$ cat src/cell_monitor_regs.svh
// register offsets, field positions, reset values and timing counts
`ifndef CELL_MONITOR_REGS_SVH
`define CELL_MONITOR_REGS_SVH
`define REG_CHIP_STATUS      8'h07
`define REG_IRQ_MASK         8'h08
`define REG_IRQ_FLAGS        8'h09
`define BIT_OVERTEMP         4
`define BIT_WAKE_TWO         3
`define BIT_WAKE_ONE         2
`define BIT_SHORT_CURRENT    0
`define EVENT_BITS_MASK      8'h1D
`define IRQ_MASK_RESET       8'h00
`define IRQ_FLAGS_RESET      8'h00
`define IRQ_PULSE_NS         1000
`define CLK_PERIOD_NS        8
`define IRQ_PULSE_CYCLES     ((`IRQ_PULSE_NS + `CLK_PERIOD_NS - 1) / `CLK_PERIOD_NS)
`endif

$ cat src/cell_monitor_pkg.sv
// types shared by the interrupt and cell select logic
package cell_monitor_pkg;
  typedef struct packed {
    logic overtemp;
    logic wake_two;
    logic wake_one;
    logic short_current;
  } event_set_s;
  typedef struct packed {
    logic       scan_enable;
    logic [2:0] cell_select;
  } cell_sel_s;
  typedef enum logic [1:0] {
    ACC_NONE,
    ACC_WRITE,
    ACC_READ_DONE
  } reg_access_e;
endpackage

$ cat src/cell_monitor_irq.sv
// event flags, interrupt mask, interrupt pulse and cell tap selection
//
// What this block does
// - mask bit 4 stops over-temperature pulses; its flag still sets.
// - mask bit 3 stops second wake pulses; its flag still sets.
// - mask bit 2 stops first wake pulses; its flag still sets.
// - mask bit 0 stops short-current pulses; its flag still sets.
// - flag bit 4 sets on over-temperature status rising edge.
// - flag bit 3 sets on second wake status rising edge.
// - flag bit 2 sets on first wake status rising edge.
// - flag bit 0 sets on short-current status rising edge.
// - completed read of flag register clears all flags except one whose edge lands in that cycle; flags read-only.
// - mask and flag registers reset to all zero.
// - scan disabled opens all tap switches, output zero.
// - scan enabled closes only the switch at bit select.
// - statuses sit at status bits 4, 3, 2 and 0.
// - host write of first wake status is not seen; only chip_status edges set flags.
`include "cell_monitor_regs.svh"
`timescale 1ns/1ps
`default_nettype none
module cell_monitor_irq
  import cell_monitor_pkg::*;
#(
  parameter int unsigned PULSE_CYCLES = `IRQ_PULSE_CYCLES
) (
  input  wire logic                         clk,
  input  wire logic                         arst_n,
  input  wire logic [7:0]                   chip_status,
  input  wire logic                         reg_write,
  input  wire logic                         reg_read_done,
  input  wire logic [7:0]                   reg_addr,
  input  wire logic [7:0]                   reg_wdata,
  input  wire cell_monitor_pkg::cell_sel_s  cell_sel,
  output logic [7:0]                        irq_mask_rdata,
  output logic [7:0]                        irq_flags_rdata,
  output logic                              irq_out_n,
  output logic [7:0]                        cell_tap_switches,
  output logic                              scaled_output_active
);
  localparam int unsigned CW = $clog2(PULSE_CYCLES + 1);

  // status arrives from analogue detectors, asynchronous to clk
  logic [7:0]    stat_meta_q;
  logic [7:0]    stat_meta_d;
  logic [7:0]    stat_sync_q;
  logic [7:0]    stat_sync_d;
  logic [7:0]    stat_prev_q;
  logic [7:0]    stat_prev_d;

  // mask reserved bits are never stored, so they always read back zero
  logic [7:0]    mask_q;
  logic [7:0]    mask_d;
  logic [7:0]    flags_q;
  logic [7:0]    flags_d;

  // one counter serves all four sources; separate pulses per source buy nothing on one pin
  logic [CW-1:0] pulse_cnt_q;
  logic [CW-1:0] pulse_cnt_d;
  logic          irq_n_q;
  logic          irq_n_d;

  logic [7:0]    rise;
  logic [7:0]    unmasked_rise;
  reg_access_e   acc;

  // field placement is shared by the edge path, so it lives in functions
  function automatic event_set_s pick_events(input logic [7:0] v);
    event_set_s e;
    e.overtemp      = v[`BIT_OVERTEMP];
    e.wake_two      = v[`BIT_WAKE_TWO];
    e.wake_one      = v[`BIT_WAKE_ONE];
    e.short_current = v[`BIT_SHORT_CURRENT];
    return e;
  endfunction

  function automatic logic [7:0] place_events(input event_set_s e);
    logic [7:0] v;
    v = 8'h00;
    v[`BIT_OVERTEMP]      = e.overtemp;
    v[`BIT_WAKE_TWO]      = e.wake_two;
    v[`BIT_WAKE_ONE]      = e.wake_one;
    v[`BIT_SHORT_CURRENT] = e.short_current;
    return v;
  endfunction

  // a write wins over a read strobe in the same cycle
  always_comb begin
    acc = ACC_NONE;
    if (reg_write) begin
      acc = ACC_WRITE;
    end else if (reg_read_done && reg_addr == `REG_IRQ_FLAGS) begin
      acc = ACC_READ_DONE;
    end
  end

  // only the second stage reads the first, so a metastable value never reaches logic
  always_comb begin
    stat_meta_d = chip_status;
    stat_sync_d = stat_meta_q;
    stat_prev_d = stat_sync_q;
  end

  always_ff @(posedge clk or negedge arst_n) begin
    if (!arst_n) begin
      stat_meta_q <= 8'h00;
      stat_sync_q <= 8'h00;
      stat_prev_q <= 8'h00;
    end else begin
      stat_meta_q <= stat_meta_d;
      stat_sync_q <= stat_sync_d;
      stat_prev_q <= stat_prev_d;
    end
  end

  // a status level shorter than about one clock may be missed by the edge compare
  always_comb begin
    // a host write to first wake status never reaches chip_status, so it is not seen here
    rise          = place_events(pick_events(stat_sync_q & ~stat_prev_q));
    unmasked_rise = rise & ~mask_q;
  end

  // the mask gates only the pin; flags set whatever it holds
  always_comb begin
    mask_d = mask_q;
    case (acc)
      ACC_WRITE: begin
        if (reg_addr == `REG_IRQ_MASK) begin
          // reserved bits are held at zero whatever the host sends
          mask_d = reg_wdata & `EVENT_BITS_MASK;
        end
      end
      default: begin
        mask_d = mask_q;
      end
    endcase
  end

  always_ff @(posedge clk or negedge arst_n) begin
    if (!arst_n) begin
      mask_q <= `IRQ_MASK_RESET;
    end else begin
      mask_q <= mask_d;
    end
  end

  // flags are read-only; a host write to their address falls through to default
  always_comb begin
    flags_d = flags_q;
    case (acc)
      ACC_READ_DONE: begin
        flags_d = 8'h00;
      end
      default: begin
        flags_d = flags_q;
      end
    endcase
    // set wins over the read-clear, so an edge in that very cycle is kept
    flags_d = flags_d | rise;
  end

  always_ff @(posedge clk or negedge arst_n) begin
    if (!arst_n) begin
      flags_q <= `IRQ_FLAGS_RESET;
    end else begin
      flags_q <= flags_d;
    end
  end

  always_comb begin
    pulse_cnt_d = pulse_cnt_q;
    if (|unmasked_rise) begin
      // a new entry during a pulse restarts it, so coincident events share one
      pulse_cnt_d = CW'(PULSE_CYCLES);
    end else if (pulse_cnt_q != '0) begin
      // count down and rest at zero, which means the pin is idle
      pulse_cnt_d = pulse_cnt_q - CW'(1);
    end
  end

  always_ff @(posedge clk or negedge arst_n) begin
    if (!arst_n) begin
      pulse_cnt_q <= '0;
    end else begin
      pulse_cnt_q <= pulse_cnt_d;
    end
  end

  // the pin follows the next count, so it falls in the same cycle as the flag
  always_comb begin
    irq_n_d = 1'b1;
    if (pulse_cnt_d != '0) begin
      irq_n_d = 1'b0;
    end
  end

  // idle high from reset, so power-up gives no false interrupt
  always_ff @(posedge clk or negedge arst_n) begin
    if (!arst_n) begin
      irq_n_q <= 1'b1;
    end else begin
      irq_n_q <= irq_n_d;
    end
  end

  assign irq_mask_rdata  = mask_q;
  assign irq_flags_rdata = flags_q;
  assign irq_out_n       = irq_n_q;

  // the tap decoder registers its own outputs so they also leave from flops
  cell_tap_decoder u_tap (
    .clk                  (clk),
    .arst_n               (arst_n),
    .sel                  (cell_sel),
    .cell_tap_switches    (cell_tap_switches),
    .scaled_output_active (scaled_output_active)
  );
endmodule // cell_monitor_irq
`default_nettype wire

$ cat src/cell_tap_decoder.sv
// one-hot decoder from cell select to the eight tap switches
`timescale 1ns/1ps
`default_nettype none
module cell_tap_decoder
  import cell_monitor_pkg::*;
(
  input  wire logic                      clk,
  input  wire logic                      arst_n,
  input  wire cell_monitor_pkg::cell_sel_s sel,
  output logic [7:0]                     cell_tap_switches,
  output logic                           scaled_output_active
);
  logic [7:0] sw_d;
  logic [7:0] sw_q;
  logic       act_d;
  logic       act_q;

  always_comb begin
    sw_d  = 8'h00;
    act_d = 1'b0;
    if (sel.scan_enable) begin
      sw_d  = 8'h01 << sel.cell_select;
      act_d = 1'b1;
    end
  end

  always_ff @(posedge clk or negedge arst_n) begin
    if (!arst_n) begin
      sw_q  <= 8'h00;
      act_q <= 1'b0;
    end else begin
      sw_q  <= sw_d;
      act_q <= act_d;
    end
  end

  assign cell_tap_switches    = sw_q;
  assign scaled_output_active = act_q;
endmodule // cell_tap_decoder
`default_nettype wire

$ cat config.mk
export PLATFORM = sky130hd
export DESIGN_NAME = cell_monitor_irq
export DESIGN_NICKNAME = d
export VERILOG_FILES = /design/src/cell_monitor_pkg.sv /design/src/cell_monitor_irq.sv /design/src/cell_tap_decoder.sv
export VERILOG_INCLUDE_DIRS = /design/src
export SDC_FILE = /design/constraint.sdc
export NUM_CORES = 1
export LEC_CHECK = 0
export BUFFER_PORTS_ARGS = -buffer_cell sky130_fd_sc_hd__buf_2
export CAP_MARGIN = 10
export CORE_MARGIN = 10
export CORE_UTILIZATION = 35
export DETAILED_ROUTE_END_ITERATION = 10
export GPL_TIMING_DRIVEN = 1
export HOLD_SLACK_MARGIN = 0.03
export PLACE_DENSITY_LB_ADDON = 0.3
export SLEW_MARGIN = 0
export SYNTH_ARGS = -nofsm -noshare
export SYNTH_HDL_FRONTEND = slang
export SYNTH_SLANG_ARGS = --single-unit
$ cat constraint.sdc
create_clock -name clk -period 4.4 [get_ports clk]
set_input_delay 0.22 -clock clk [delete_from_list [all_inputs] [get_ports clk]]
set_output_delay 0.22 -clock clk [all_outputs]
set_load 0.02 [all_outputs]
==> results of run 1 <==
## area by class of cell
class / count / share of cell area [%]
inverters: 6 / 1.25
flip-flops and latches: 37 / 51.3
well taps: 50 / 3.46
clock buffers: 7 / 5.33
repair buffers: 42 / 11.9
multi-input cells: 72 / 26.5
clock inverters: 1 / 0.277
## cells in the mapped netlist, types with 2 or more instances
| cell | n |
|---|---|
| sky130_fd_sc_hd__dfrtp_1 | 36 |
| sky130_fd_sc_hd__nand2_1 | 9 |
| sky130_fd_sc_hd__buf_4 | 8 |
| sky130_fd_sc_hd__nor2_1 | 8 |
| sky130_fd_sc_hd__inv_1 | 6 |
| sky130_fd_sc_hd__nor3_1 | 5 |
| sky130_fd_sc_hd__a22o_1 | 4 |
| sky130_fd_sc_hd__mux2_1 | 4 |
| sky130_fd_sc_hd__nor3b_1 | 4 |
| sky130_fd_sc_hd__nand2b_1 | 3 |
| sky130_fd_sc_hd__nand3_1 | 3 |
| sky130_fd_sc_hd__a21oi_1 | 2 |
| sky130_fd_sc_hd__ha_1 | 2 |
| sky130_fd_sc_hd__nand4b_1 | 2 |
## through the flow
stage                     cell area, sq um  setup slack (ps)  hold slack, ps
after floorplan                       1490              2530           -75.6
after global placement                1700              2410             329
after detailed placement              1700              2270             329
after CTS                             1800              2270            33.7
after global routing                  1810              1990            33.8
final                                 1810              2210            17.8
## state kept, by name (all words and copies together), names as in the netlist
name and count:
pulse_cnt_q 7, irq_mask_rdata 4, irq_flags_rdata 4, u_tap.scaled_output_active 1, stat_prev_q 4, stat_prev_d 4
irq_out_n 1, stat_meta_q 4, u_tap.cell_tap_switches 8
## worst register-to-register path: cells and delay by family (launching register included)
kind	cells	cell delay (ps)
buffers and inverters	1	140
and+or+nand+nor	3	1080
DFF	1	430
xor gates and xnor gates	1	200
adders and majority gates	1	190
## layer usage
metal,GRT usage [%],routed length [um],vias up
met5,0,0,-
met4,4.49,72,0
met3,4.93,295,7
met2,14.2,1530,38
met1,9.62,1200,491
li1,-,-,483
## worst max-delay path by stage
stage                        start        endpoint  cells after the start
floorplan           pulse_cnt_q[0]       irq_out_n                      6
global placement    pulse_cnt_q[0]  pulse_cnt_q[0]                      6
detailed placement  pulse_cnt_q[0]  pulse_cnt_q[0]                      6
CTS                 pulse_cnt_q[0]  pulse_cnt_q[0]                      6
global route        pulse_cnt_q[0]  pulse_cnt_q[0]                      6
finish              pulse_cnt_q[0]  pulse_cnt_q[0]                      6
## logic make-up (layout without fill, tap and decap cells)
logic type	Yosys count	count (layout)	share of synthesized area (%)
simple gates	45	45	18.9
mux	4	4	3.08
buf+inv	14	56	5.65
compound gates	11	11	5.74
xor+xnor	2	2	1.20
flops	37	37	63.4
other cells	1	8	0.257
fa+ha+maj	2	2	1.71
## timing repair
item / 4_1_cts / 5_1_grt
hold endpoints to repair: 0 / 1
gates resized for setup: 0 / 0
hold buffers: 0 / 1
endpoints found under the setup margin: 0 / 0
## power groups by stage
stage,Clock [W],Sequential [W],Combinational [W]
after global routing,0.000281,0.000362,0.0000683
after floorplan,0,0.000370,0.0000325
final,0.000249,0.000361,0.0000604
after CTS,0.000260,0.000360,0.0000608
after detailed placement,0,0.000367,0.0000607
after global placement,0,0.000366,0.0000584
==> flow_summary.rst, run 1 <==
.. list-table::
   :header-rows: 1

   * - Metric
     - Value
   * - Clock Latency Late Sink
     - 280 ps
   * - Largest cells by area after synthesis
     - sky130_fd_sc_hd__dfrtp_1, sky130_fd_sc_hd__buf_4, sky130_fd_sc_hd__mux2_1, sky130_fd_sc_hd__a22o_1, sky130_fd_sc_hd__nand2_1
   * - Cell family with the largest share of critical-path delay
     - simple AND/OR/NAND/NOR gates
   * - Setup violators final
     - 0
   * - Fillcell total
     - a little under 400
   * - Detailed-route wire length
     - 3100 um
   * - Cell Count Post-Placement
     - 206
   * - Post-layout total power
     - 0.000670 W
   * - Largest net degree at the start of global routing
     - 38
   * - Internal portion of total power
     - approximately 0.00052 W
   * - Placer Congestion
     - 0.809
   * - Max-slew violation count
     - 0
   * - Port bufs
     - 41
   * - GRT Resource Usage Total
     - between 9 and 10%
   * - Launch instance of the worst register-to-register path
     - pulse_cnt_q[0]
   * - Final cell count without fillers
     - 215
   * - Worst ir drop on vdd
     - 0.000217 V
   * - NumNets Final
     - around 200
   * - Worst reg2reg endpoint
     - pulse_cnt_q[0]
   * - Kind of end point of the critical path
     - flop
   * - Clock transition at the register clock pins on the worst setup and hold paths after CTS
     - 70 ps
   * - Hold Crit Class
     - in2async
   * - Core Util, Final
     - between 40% and 50%
   * - Area of combinational cells with multiple inputs
     - approximately 480 sq um
   * - Vias in the first global route
     - 1,133
   * - Fraction of layout cells with a size suffix above 1
     - approximately a third
   * - Initial Util
     - 36.3%
   * - Post-detailed-route wirelength per cell
     - 14.4 um
   * - Netlist area before placement
     - 1460 sq um
   * - Number of violations reported at the end of detailed-routing iteration 0
     - ~120
   * - R2R setup slack
     - 2210 ps
   * - TritonCTS clock tree
     - done
   * - Largest clock skew in the final design
     - 3.60 ps
   * - Post-synth EDFFs
     - 0
   * - Diode count
     - 0
   * - Biggest fanout along the worst timing path
     - 5
   * - Required arrival time at the worst endpoint
     - 4510 ps
   * - Comb pwr share
     - 9.0%
   * - Yosys warning count
     - 0
   * - Core ar.
     - 4030 sq um
   * - R2r worst-path depth
     - 6
   * - Number of antenna-violating nets in the routed design
     - 0
   * - Final period utilization
     - 49.7%
   * - Syn Inst Count
     - ~120
   * - Flops & latches, synth
     - 37
   * - Final HPWL from detailed placement
     - around 2400 um
   * - Sum of negative setup slack
     - 0 ps
   * - Power share of the sequential group
     - 53.8%
   * - Die ar.
     - 7160 sq um
   * - Chain of cells forming the critical path
     - inv_1 > ha_1 > nor4b_1 > nand2_1 > xnor2_1 > nand2_1
   * - Clock group share of total power
     - 37.2%
   * - Number of setup buffers added after CTS
     - 0
   * - Data arrival at the endpoint of the critical path
     - 2300 ps
   * - Top library cells by usage in the layout, fill and taps aside
     - sky130_fd_sc_hd__buf_2, sky130_fd_sc_hd__dfrtp_1, sky130_fd_sc_hd__nand2_1, sky130_fd_sc_hd__nor2_1, sky130_fd_sc_hd__conb_1
   * - Clk sinks
     - 37
   * - Commonest non-fill, non-tap cell in the layout
     - sky130_fd_sc_hd__buf_2
   * - Outcome
     - complete, no violations
   * - Total power density per cell area
     - 371 nW/um^2
   * - Register area share after synthesis
     - 63.4%
   * - First-pass GRT wire length
     - 5350 um
   * - Async set-or-reset flop fraction in the synthesized netlist
     - 100%
   * - Fraction of power spent switching nets
     - between 20 and 25%
   * - Std-Cell Rows
     - 23
   * - Number of unique standard cell types used by synthesis
     - 34
   * - Clock buffers created by TritonCTS
     - 5
   * - Measured slew at the worst slew-check pin
     - 1070 ps
   * - Post-route DRC
     - 0
   * - Count of max-cap constraint violations
     - 0
   * - Cell occurring most often along the worst timing path
     - sky130_fd_sc_hd__nand2_1
   * - Total via count after detailed routing
     - just over 1,000
   * - Power dissipated by switching net loads
     - 0.000154 W
   * - Mean area per synthesized cell
     - ~13 sq um
   * - Crit path time final
     - approximately 2200 ps
   * - Critical Path Max Stage Delay
     - around 750 ps
   * - Area taken by flip-flops and latches
     - 927 sq um
   * - Top Ports
     - 58
   * - Main flop type after synthesis
     - sky130_fd_sc_hd__dfrtp_1
   * - Achievable Freq
     - ~460 MHz
   * - Nature of the critical path startpoint
     - flop
   * - H-tree depth reported by CTS
     - 2
   * - CP bufs+invs
     - 1
   * - Fraction of post-synthesis cell area in the top cell type by area
     - between 60 and 70%
   * - Die width
     - 84.6 um
   * - Via density per instance
     - about 4.7
   * - Total gr overflow
     - 0
   * - Cell type with the largest total area after synthesis
     - sky130_fd_sc_hd__dfrtp_1
   * - Chip Height
     - 84.6 um
   * - Signed area change from the synthesized netlist to the final layout
     - 23.6%
   * - Setup CP Type
     - reg2reg
   * - Buffers from clock root to sink, at most
     - 2
   * - Number of iterations in the first detailed-routing pass
     - 4
   * - Final number of hold-violating endpoints
     - 0
   * - Antenna violations before repair
     - 0
   * - Setup repair after global routing missed its margin
     - false
   * - Critical-path cell with the highest stage delay
     - sky130_fd_sc_hd__nor4b_1
   * - Static leakage
     - between 0.8 and 0.9 nW
   * - Worst max-slew margin expressed relative to the limit
     - 28.3%
   * - Clock root buffer
     - sky130_fd_sc_hd__clkbuf_8
Power figures use the tool's default switching activity.
==> inputs of run 2 (changes only) <==
--- a/config.mk
+++ b/config.mk
@@ -6,6 +6,7 @@
 export SDC_FILE = /design/constraint.sdc
 export NUM_CORES = 1
 export LEC_CHECK = 0
+export ABC_AREA = 1
 export BUFFER_PORTS_ARGS = -buffer_cell sky130_fd_sc_hd__buf_2
 export CAP_MARGIN = 10
 export CORE_MARGIN = 10
==> constraint.sdc (replaced) <==
create_clock -name clk -period 2.15 [get_ports clk]
set_input_delay 0.1075 -clock clk [delete_from_list [all_inputs] [get_ports clk]]
set_output_delay 0.1075 -clock clk [all_outputs]
set_load 0.02 [all_outputs]
==> flow_summary.rst, run 2 <==
.. list-table::
   :header-rows: 1

   * - Metric
     - Value
   * - Chip Height
     - 87.7 um (was 84.6 um)
   * - Antenna violations before repair
     - 0 (unchanged)
   * - Xor-xnor portion of the synthesized cell area
     - 0% (was 1.20%)
   * - Nature of the critical path startpoint
     - flop (unchanged)
   * - Max reg flops
     - 8 (unchanged)
   * - Flops & latches, synth
     - 37 (unchanged)
   * - Critical Path Max Stage Delay
     - 380 ps (was 750 ps)
   * - Clock buffers created by TritonCTS
     - 5 (unchanged)
   * - Crit path time final
     - 1530 ps (was 2190 ps)
   * - Clock root buffer
     - sky130_fd_sc_hd__clkbuf_8 (unchanged)
   * - Fillcell total
     - 437 (was 396)
   * - Clock Latency Late Sink
     - 280 ps (about the same)
   * - Diode count
     - 0 (unchanged)
   * - Required arrival time at the worst endpoint
     - 2370 ps (was 4510 ps)
   * - Start point of the worst min-delay path
     - reg_wdata[4]
   * - Placer Congestion
     - 0.744 (was 0.809)
   * - Largest clock skew in the final design
     - 4.89 ps (was 3.60 ps)
   * - TritonCTS clock tree
     - done (unchanged)
   * - Clk sinks
     - 37 (unchanged)
   * - Number of antenna-violating nets in the routed design
     - 0 (unchanged)
   * - Largest cells by area after synthesis
     - sky130_fd_sc_hd__dfrtp_1, sky130_fd_sc_hd__nand2_1, sky130_fd_sc_hd__inv_1, sky130_fd_sc_hd__nor2_1, sky130_fd_sc_hd__buf_4 (was sky130_fd_sc_hd__dfrtp_1, sky130_fd_sc_hd__buf_4, sky130_fd_sc_hd__mux2_1, sky130_fd_sc_hd__a22o_1, sky130_fd_sc_hd__nand2_1)
   * - H-tree depth reported by CTS
     - 2 (unchanged)
   * - Static leakage
     - 1.07 nW (was 0.881 nW)
   * - Top Ports
     - 58 (unchanged)
   * - Total power density per cell area
     - 738 nW/um^2 (was 371 nW/um^2)
   * - Cell family with the largest share of critical-path delay
     - simple AND/OR/NAND/NOR gates (unchanged)
   * - Simple-Gate Fraction of Synth Area
     - 24.9% (was 18.9%)
   * - Worst ir drop on vdd
     - 0.000578 V (was 0.000217 V)
   * - Kind of end point of the critical path
     - flop (unchanged)
   * - Biggest fanout along the worst timing path
     - 7 (was 5)
   * - Buffers from clock root to sink, at most
     - 2 (unchanged)
   * - Hold Crit Class
     - in2reg (was in2async)
   * - Detailed-route wire length
     - 3160 um (was 3100 um)
   * - Die width
     - 87.7 um (was 84.6 um)
   * - Resize count post-CTS
     - 0 (unchanged)
   * - Largest net degree at the start of global routing
     - 38 (unchanged)
   * - GRT Resource Usage Total
     - 8.69% (was 9.03%)
   * - Sum of negative setup slack
     - 0 ps (unchanged)
   * - Final number of hold-violating endpoints
     - 0 (unchanged)
   * - Post-detailed-route wirelength per cell
     - 11.4 um (was 14.4 um)
   * - Syn Inst Count
     - 171 (was 116)
   * - Core ar.
     - 4380 sq um (was 4030 sq um)
   * - Worst max-slew margin expressed relative to the limit
     - 48.2% (was 28.3%)
   * - Std-Cell Rows
     - 24 (was 23)
   * - Setup violators final
     - 0 (unchanged)
   * - R2R setup slack
     - 620 ps (was 2210 ps)
   * - Final period utilization
     - 71.0% (was 49.7%)
   * - Compound-gate portion of the synthesized area
     - 3.98% (was 5.74%)
   * - Area of combinational cells with multiple inputs
     - 518 sq um (was 478 sq um)
   * - Yosys warning count
     - 0 (unchanged)
   * - Netlist area before placement
     - 1600 sq um (was 1460 sq um)
   * - Post-synth EDFFs
     - 0 (unchanged)
   * - Fraction of layout cells with a size suffix above 1
     - 31.1% (was 32.7%)
   * - Final HPWL from detailed placement
     - 2530 um (was 2420 um)
   * - Signed area change from the synthesized netlist to the final layout
     - 26.0% (was 23.6%)
   * - Setup repair after global routing missed its margin
     - false (unchanged)
   * - Initial Util
     - 36.6% (was 36.3%)
   * - Post-route DRC
     - 0 (unchanged)
   * - Number of unique standard cell types used by synthesis
     - 21 (was 34)
   * - Post-layout total power
     - 0.00149 W (was 0.000670 W)
   * - Number of buffers inserted for hold repair after clock tree synthesis
     - 6 (was 0)
   * - Mean area per synthesized cell
     - 9.37 sq um (was 12.6 sq um)
   * - Number of violations reported at the end of detailed-routing iteration 0
     - 50 (was 116)
   * - Synth Area in Adders
     - 1.56% (was 1.71%)
   * - Cell Count Post-Placement
     - 263 (was 206)
   * - Total gr overflow
     - 0 (unchanged)
   * - Measured slew at the worst slew-check pin
     - 776 ps (was 1070 ps)
   * - Area taken by flip-flops and latches
     - 927 sq um (unchanged)
   * - Data arrival at the endpoint of the critical path
     - 1750 ps (was 2300 ps)
   * - Setup CP Type
     - reg2reg (unchanged)
   * - Most used standard cell by instance count after synthesis
     - sky130_fd_sc_hd__dfrtp_1 (unchanged)
   * - CP bufs+invs
     - 2 (was 1)
   * - Number of iterations in the first detailed-routing pass
     - 3 (was 4)
   * - Final cell count without fillers
     - 277 (was 215)
   * - Main flop type after synthesis
     - sky130_fd_sc_hd__dfrtp_1 (unchanged)
   * - Chain of cells forming the critical path
     - inv_1 > ha_1 > inv_1 > nor2_4 > nand3_4 > nand2_2 > nand2_1 > nor2_1 > nand2_1 > nor2_2 (was inv_1 > ha_1 > nor4b_1 > nand2_1 > xnor2_1 > nand2_1)
   * - Achievable Freq
     - 655 MHz (was 457 MHz)
   * - Number of setup buffers added after CTS
     - 0 (unchanged)
   * - Critical-path cell with the highest stage delay
     - sky130_fd_sc_hd__dfrtp_1 (was sky130_fd_sc_hd__nor4b_1)
   * - Cell type with the largest total area after synthesis
     - sky130_fd_sc_hd__dfrtp_1 (unchanged)
   * - Port bufs
     - 41 (unchanged)
   * - Vias in the first global route
     - 1,249 (was 1,133)
   * - Commonest non-fill, non-tap cell in the layout
     - sky130_fd_sc_hd__buf_2 (unchanged)
   * - Via density per instance
     - 4.18 (was 4.74)
   * - Multiplexer fraction of the synthesized cell area
     - 0% (was 3.08%)
   * - Die ar.
     - 7690 sq um (was 7160 sq um)
   * - Outcome
     - complete, no violations (unchanged)
   * - Total via count after detailed routing
     - 1,157 (was 1,019)
   * - Largest family of logic cells by synthesized area
     - simple AND/OR/NAND/NOR gates (unchanged)
   * - Max-slew violation count
     - 0 (unchanged)
   * - Synth cell count leaders
     - sky130_fd_sc_hd__dfrtp_1, sky130_fd_sc_hd__nand2_1, sky130_fd_sc_hd__inv_1 (was sky130_fd_sc_hd__dfrtp_1, sky130_fd_sc_hd__nand2_1, sky130_fd_sc_hd__buf_4, sky130_fd_sc_hd__nor2_1, sky130_fd_sc_hd__inv_1)
   * - Async set-or-reset flop fraction in the synthesized netlist
     - 100% (unchanged)
   * - Clock transition at the register clock pins on the worst setup and hold paths after CTS
     - 70 ps (about the same)
   * - NumNets Final
     - 258 (was 198)
   * - Fraction of post-synthesis cell area in the top cell type by area
     - 56.2% (was 61.6%)
   * - Launch instance of the worst register-to-register path
     - pulse_cnt_q[0] (unchanged)
   * - Top library cells by usage in the layout, fill and taps aside
     - sky130_fd_sc_hd__buf_2, sky130_fd_sc_hd__dfrtp_1, sky130_fd_sc_hd__nand2_1, sky130_fd_sc_hd__inv_1, sky130_fd_sc_hd__nor2_1 (was sky130_fd_sc_hd__buf_2, sky130_fd_sc_hd__dfrtp_1, sky130_fd_sc_hd__nand2_1, sky130_fd_sc_hd__nor2_1, sky130_fd_sc_hd__conb_1)
   * - Register area share after synthesis
     - 57.8% (was 63.4%)
   * - First-pass GRT wire length
     - 5400 um (was 5350 um)
   * - Count of max-cap constraint violations
     - 0 (unchanged)
   * - Crit. Startpoint
     - pulse_cnt_q[0] (unchanged)
==> run 2: cell count changes after synthesis, moves of 5 or more <==
cell,previous run,this run
sky130_fd_sc_hd__inv_1,6,29
sky130_fd_sc_hd__nand2_1,9,32
sky130_fd_sc_hd__nand3_1,3,8
sky130_fd_sc_hd__nor2_1,8,18
sky130_fd_sc_hd__o21ai_0,1,10
==> run 2: worst paths after layout <==
kind,end,cells after the start
setup / recovery,irq_out_n,10
hold / removal,irq_mask_rdata[4],3
setup reg to reg,irq_out_n,10
hold reg to reg,stat_prev_d[3],0
max in group asynchronous,irq_flags_rdata[2],2
min in group asynchronous,pulse_cnt_q[4],2
==> run 2: report_power, final <==
part           total (W)  internal [W]  switching (W)  leakage, nW
Clock           0.000607      0.000377       0.000230       0.0574
Combinational   0.000149     0.0000532      0.0000961        0.581
Sequential      0.000734      0.000721      0.0000130        0.430
Total            0.00149       0.00115       0.000339         1.07
==> run 2: through the flow <==
step	hold WS, ps	setup WS (ps)	util [%]	instance area, sq um
after floorplan	-188	811	-	1630
after global placement	215	644	42.0	1840
after detailed placement	217	622	42.0	1840
after CTS	66.6	601	46.1	2020
after global routing	83.7	456	46.1	2020
final	71.5	623	46.1	2020
==> run 2: per-layer routing <==
layer	vias up	share of wire, %	GRT usage, %
li1	603	-	-
met1	532	41	8.83
met2	20	54	16.0
met3	2	4.2	3.34
met4	0	0.28	2.61
met5	-	0	0
==> run 2: logic make-up (layout without fill, tap and decap cells) <==
group | Yosys count | in the layout
adder cells (fa/ha/maj) | 2 | 2
flip-flops | 37 | 37
buffers and inverters | 41 | 88
AND/OR/NAND/NOR | 78 | 78
other | 1 | 8
AO/OA/AOI/OAI | 12 | 12
==> run 2: worst min-delay path: stages <==
cell and delay, ps:
sky130_fd_sc_hd__buf_2 90, sky130_fd_sc_hd__inv_1 30, sky130_fd_sc_hd__o21ai_0 70
==> run 2: layout make-up <==
| type | instances | share of cell area [%] |
|---|---|---|
| repair buffers | 47 | 13.1 |
| clock inverters | 2 | 1.86 |
| clock buffers | 6 | 4.09 |
| flip-flops and latches | 37 | 45.9 |
| well taps | 52 | 3.22 |
| multi-input cells | 100 | 25.7 |
| inverters | 33 | 6.13 |
==> inputs of run 3 (changes only) <==
==> constraint.sdc (replaced) <==
create_clock -name clk -period 1.39 [get_ports clk]
set_input_delay 0.0695 -clock clk [delete_from_list [all_inputs] [get_ports clk]]
set_output_delay 0.0695 -clock clk [all_outputs]
set_load 0.02 [all_outputs]
==> flow_summary.rst, run 3 (synthesized netlist as in run 2, its figures left out) <==
.. list-table::
   :header-rows: 1

   * - Metric
     - Value
   * - GRT Resource Usage Total
     - 9.48% (was 8.69%)
   * - Static leakage
     - 1.14 nW (was 1.07 nW)
   * - Vias in the first global route
     - 1,307 (was 1,249)
   * - Largest net degree at the start of global routing
     - 22 (was 38)
   * - Outcome
     - complete, no violations (unchanged)
   * - Die ar.
     - 7690 sq um (unchanged)
   * - Worst setup slack after placement
     - -89.6 ps (was 622 ps)
   * - Clock transition at the register clock pins on the worst setup and hold paths after CTS
     - 70 ps (about the same)
   * - Area taken by flip-flops and latches
     - 927 sq um (unchanged)
   * - Number of antenna-violating nets in the routed design
     - 0 (unchanged)
   * - Chip Height
     - 87.7 um (unchanged)
   * - Setup repair after global routing missed its margin
     - true (was false)
   * - Area of combinational cells with multiple inputs
     - 554 sq um (was 518 sq um)
   * - Worst reg2reg endpoint
     - pulse_cnt_q[0] (was irq_out_n)
   * - Total power density per cell area
     - 993 nW/um^2 (was 738 nW/um^2)
   * - Data arrival at the endpoint of the critical path
     - 1540 ps (was 1750 ps)
   * - Critical-path cell with the highest stage delay
     - sky130_fd_sc_hd__dfrtp_1 (unchanged)
   * - Destination of the critical timing path
     - pulse_cnt_q[0] (was irq_out_n)
   * - Final HPWL from detailed placement
     - 2580 um (was 2530 um)
   * - Clock buffers created by TritonCTS
     - 5 (unchanged)
   * - Achievable Freq
     - 724 MHz (was 655 MHz)
   * - H-tree depth reported by CTS
     - 2 (unchanged)
   * - Start point of the worst min-delay path
     - reg_wdata[2] (was reg_wdata[4])
   * - Core Util, Final
     - 49.0% (was 46.1%)
   * - Core ar.
     - 4380 sq um (unchanged)
   * - Post-route DRC
     - 0 (unchanged)
   * - Fraction of power spent switching nets
     - 25.2% (was 22.8%)
   * - Kind of end point of the critical path
     - flop (unchanged)
   * - Power dissipated by switching net loads
     - 0.000537 W (was 0.000339 W)
   * - Antenna violations before repair
     - 0 (unchanged)
   * - Nature of the critical path startpoint
     - flop (unchanged)
   * - Clk sinks
     - 37 (unchanged)
   * - TritonCTS clock tree
     - done (unchanged)
   * - Post-detailed-route wirelength per cell
     - 11.1 um (was 11.4 um)
   * - Launch instance of the worst register-to-register path
     - pulse_cnt_q[0] (unchanged)
   * - Required arrival time at the worst endpoint
     - 1550 ps (was 2370 ps)
   * - Signed area change from the synthesized netlist to the final layout
     - 34.0% (was 26.0%)
   * - Die width
     - 87.7 um (unchanged)
   * - Clock Latency Late Sink
     - 280 ps (about the same)
   * - Hold Crit Class
     - in2reg (unchanged)
   * - Number of violations reported at the end of detailed-routing iteration 0
     - 54 (was 50)
   * - R2R setup slack
     - 9 ps (was 620 ps)
   * - Clock group share of total power
     - 32.6% (was 40.7%)
   * - Commonest non-fill, non-tap cell in the layout
     - sky130_fd_sc_hd__buf_2 (unchanged)
   * - Placement Cell Area
     - 1900 sq um (was 1840 sq um)
   * - Std-Cell Rows
     - 24 (unchanged)
   * - Fillcell total
     - 418 (was 437)
   * - Biggest fanout along the worst timing path
     - 7 (unchanged)
   * - Power share of the sequential group
     - 53.2% (was 49.2%)
   * - Smallest setup slack after layout
     - 8.64 ps (was 623 ps)
   * - Placer Congestion
     - 0.754 (was 0.744)
   * - Buffers from clock root to sink, at most
     - 2 (unchanged)
   * - Count of max-cap constraint violations
     - 0 (unchanged)
   * - Critical Path Max Stage Delay
     - 390 ps (was 380 ps)
   * - First-pass GRT wire length
     - 5830 um (was 5400 um)
   * - Worst ir drop on vdd
     - 0.000508 V (was 0.000578 V)
   * - Final period utilization
     - 99.4% (was 71.0%)
   * - Clock root buffer
     - sky130_fd_sc_hd__clkbuf_8 (unchanged)
   * - Max-slew violation count
     - 0 (unchanged)
   * - Port bufs
     - 41 (unchanged)
   * - Crit. Startpoint
     - pulse_cnt_q[0] (unchanged)
   * - Fraction of layout cells with a size suffix above 1
     - 39.7% (was 31.1%)
   * - Top library cells by usage in the layout, fill and taps aside
     - sky130_fd_sc_hd__buf_2, sky130_fd_sc_hd__dfrtp_1, sky130_fd_sc_hd__nand2_1, sky130_fd_sc_hd__inv_1, sky130_fd_sc_hd__nor2_1 (unchanged)
   * - Number of iterations in the first detailed-routing pass
     - 4 (was 3)
   * - Comb pwr share
     - 14.2% (was 10.0%)
   * - Setup violators final
     - 0 (unchanged)
   * - NumNets Final
     - 275 (was 258)
   * - Initial Util
     - 36.6% (unchanged)
   * - Total via count after detailed routing
     - 1,207 (was 1,157)
   * - Post-layout total power
     - 0.00213 W (was 0.00149 W)
   * - Internal portion of total power
     - 0.00160 W (was 0.00115 W)
   * - Final number of hold-violating endpoints
     - 0 (unchanged)
   * - Final non-filler cell area
     - 2150 sq um (was 2020 sq um)
   * - Setup CP Type
     - reg2reg (unchanged)
   * - R2r worst-path depth
     - 9 (was 10)
   * - Total gr overflow
     - 0 (unchanged)
   * - Max reg flops
     - 8 (unchanged)
   * - Diode count
     - 0 (unchanged)
   * - Chain of cells forming the critical path
     - inv_2 > ha_4 > inv_2 > nor2_4 > nand3_4 > nand2_2 > buf_4 > buf_4 > nand3_1 (was inv_1 > ha_1 > inv_1 > nor2_4 > nand3_4 > nand2_2 > nand2_1 > nor2_1 > nand2_1 > nor2_2)
   * - Largest clock skew in the final design
     - 3.51 ps (was 4.89 ps)
   * - Crit path time final
     - 1380 ps (was 1530 ps)
   * - Detailed-route wire length
     - 3260 um (was 3160 um)
   * - Top Ports
     - 58 (unchanged)
   * - Via density per instance
     - 4.11 (was 4.18)
## run 3: changes by cell type in the layout (fill, tap and decap cells not counted), sizes merged
cell / change
clkinv: +2
bufinv: -1
dlygate4sd3: +1
buf: +16
clkinvlp: -1
## run 3: layer usage
metal / track usage [%] / wire length, um / up-vias
li1: - / - / 642
met1: 10.7 / 1390 / 540
met2: 15.5 / 1700 / 19
met3: 3.90 / 120 / 6
met4: 3.91 / 51 / 0
met5: 0 / 0 / -
## run 3: timing repair
| action | in CTS | in global routing |
|---|---|---|
| setup endpoints to repair | 2 | 4 |
| buffers inserted | 7 | 1 |
| endpoints found under the hold margin | 24 | 0 |
| hold buffers | 7 | 0 |
| resized for setup | 10 | 2 |
| pin swaps | 6 | 4 |
## run 3: how the worst min path moves through the flow
stage	end	cells past startpoint	slack (ps)
3_3_place_gp	u_tap.cell_tap_switches[7]	1	50
2_1_floorplan	irq_flags_rdata[0]	0	-230
5_1_grt	u_tap.cell_tap_switches[3]	3	40
4_1_cts	irq_mask_rdata[2]	3	30
3_5_place_dp	pulse_cnt_q[4]	1	40
6_report	irq_mask_rdata[2]	3	30
## run 3: cell type report
cell class	instances	area share, %
flip-flops and latches	37	43.2
multi-input cells	100	25.8
well taps	52	3.03
clock buffers	6	3.38
repair buffers	64	18.4
clock inverters	2	0.466
inverters	33	5.77
## run 3: critical path, delay by kind of cell (launching register included)
kind	cells	cell delay, ps
buf+inv	4	320
simple gates	4	410
flops	1	390
fa+ha+maj	1	140
## run 3: power by group through the flow
| stage | Clock [W] | Combinational (W) | Sequential, W |
|---|---|---|---|
| 2_1_floorplan | 0 | 0.000134 | 0.00117 |
| 3_3_place_gp | 0 | 0.000246 | 0.00115 |
| 3_5_place_dp | 0 | 0.000249 | 0.00116 |
| 4_1_cts | 0.000723 | 0.000296 | 0.00114 |
| 5_1_grt | 0.000783 | 0.000341 | 0.00114 |
| 6_report | 0.000695 | 0.000302 | 0.00114 |
## run 3: through the flow
stage          TNS, ps  hold slack (ps)  cells
6_report             0             33.2    294
5_1_grt           -283             36.8    294
4_1_cts          -9.04             30.5    293
3_5_place_dp      -120             44.8    271
3_3_place_gp     -60.8             46.3    271
2_1_floorplan        0             -226    178
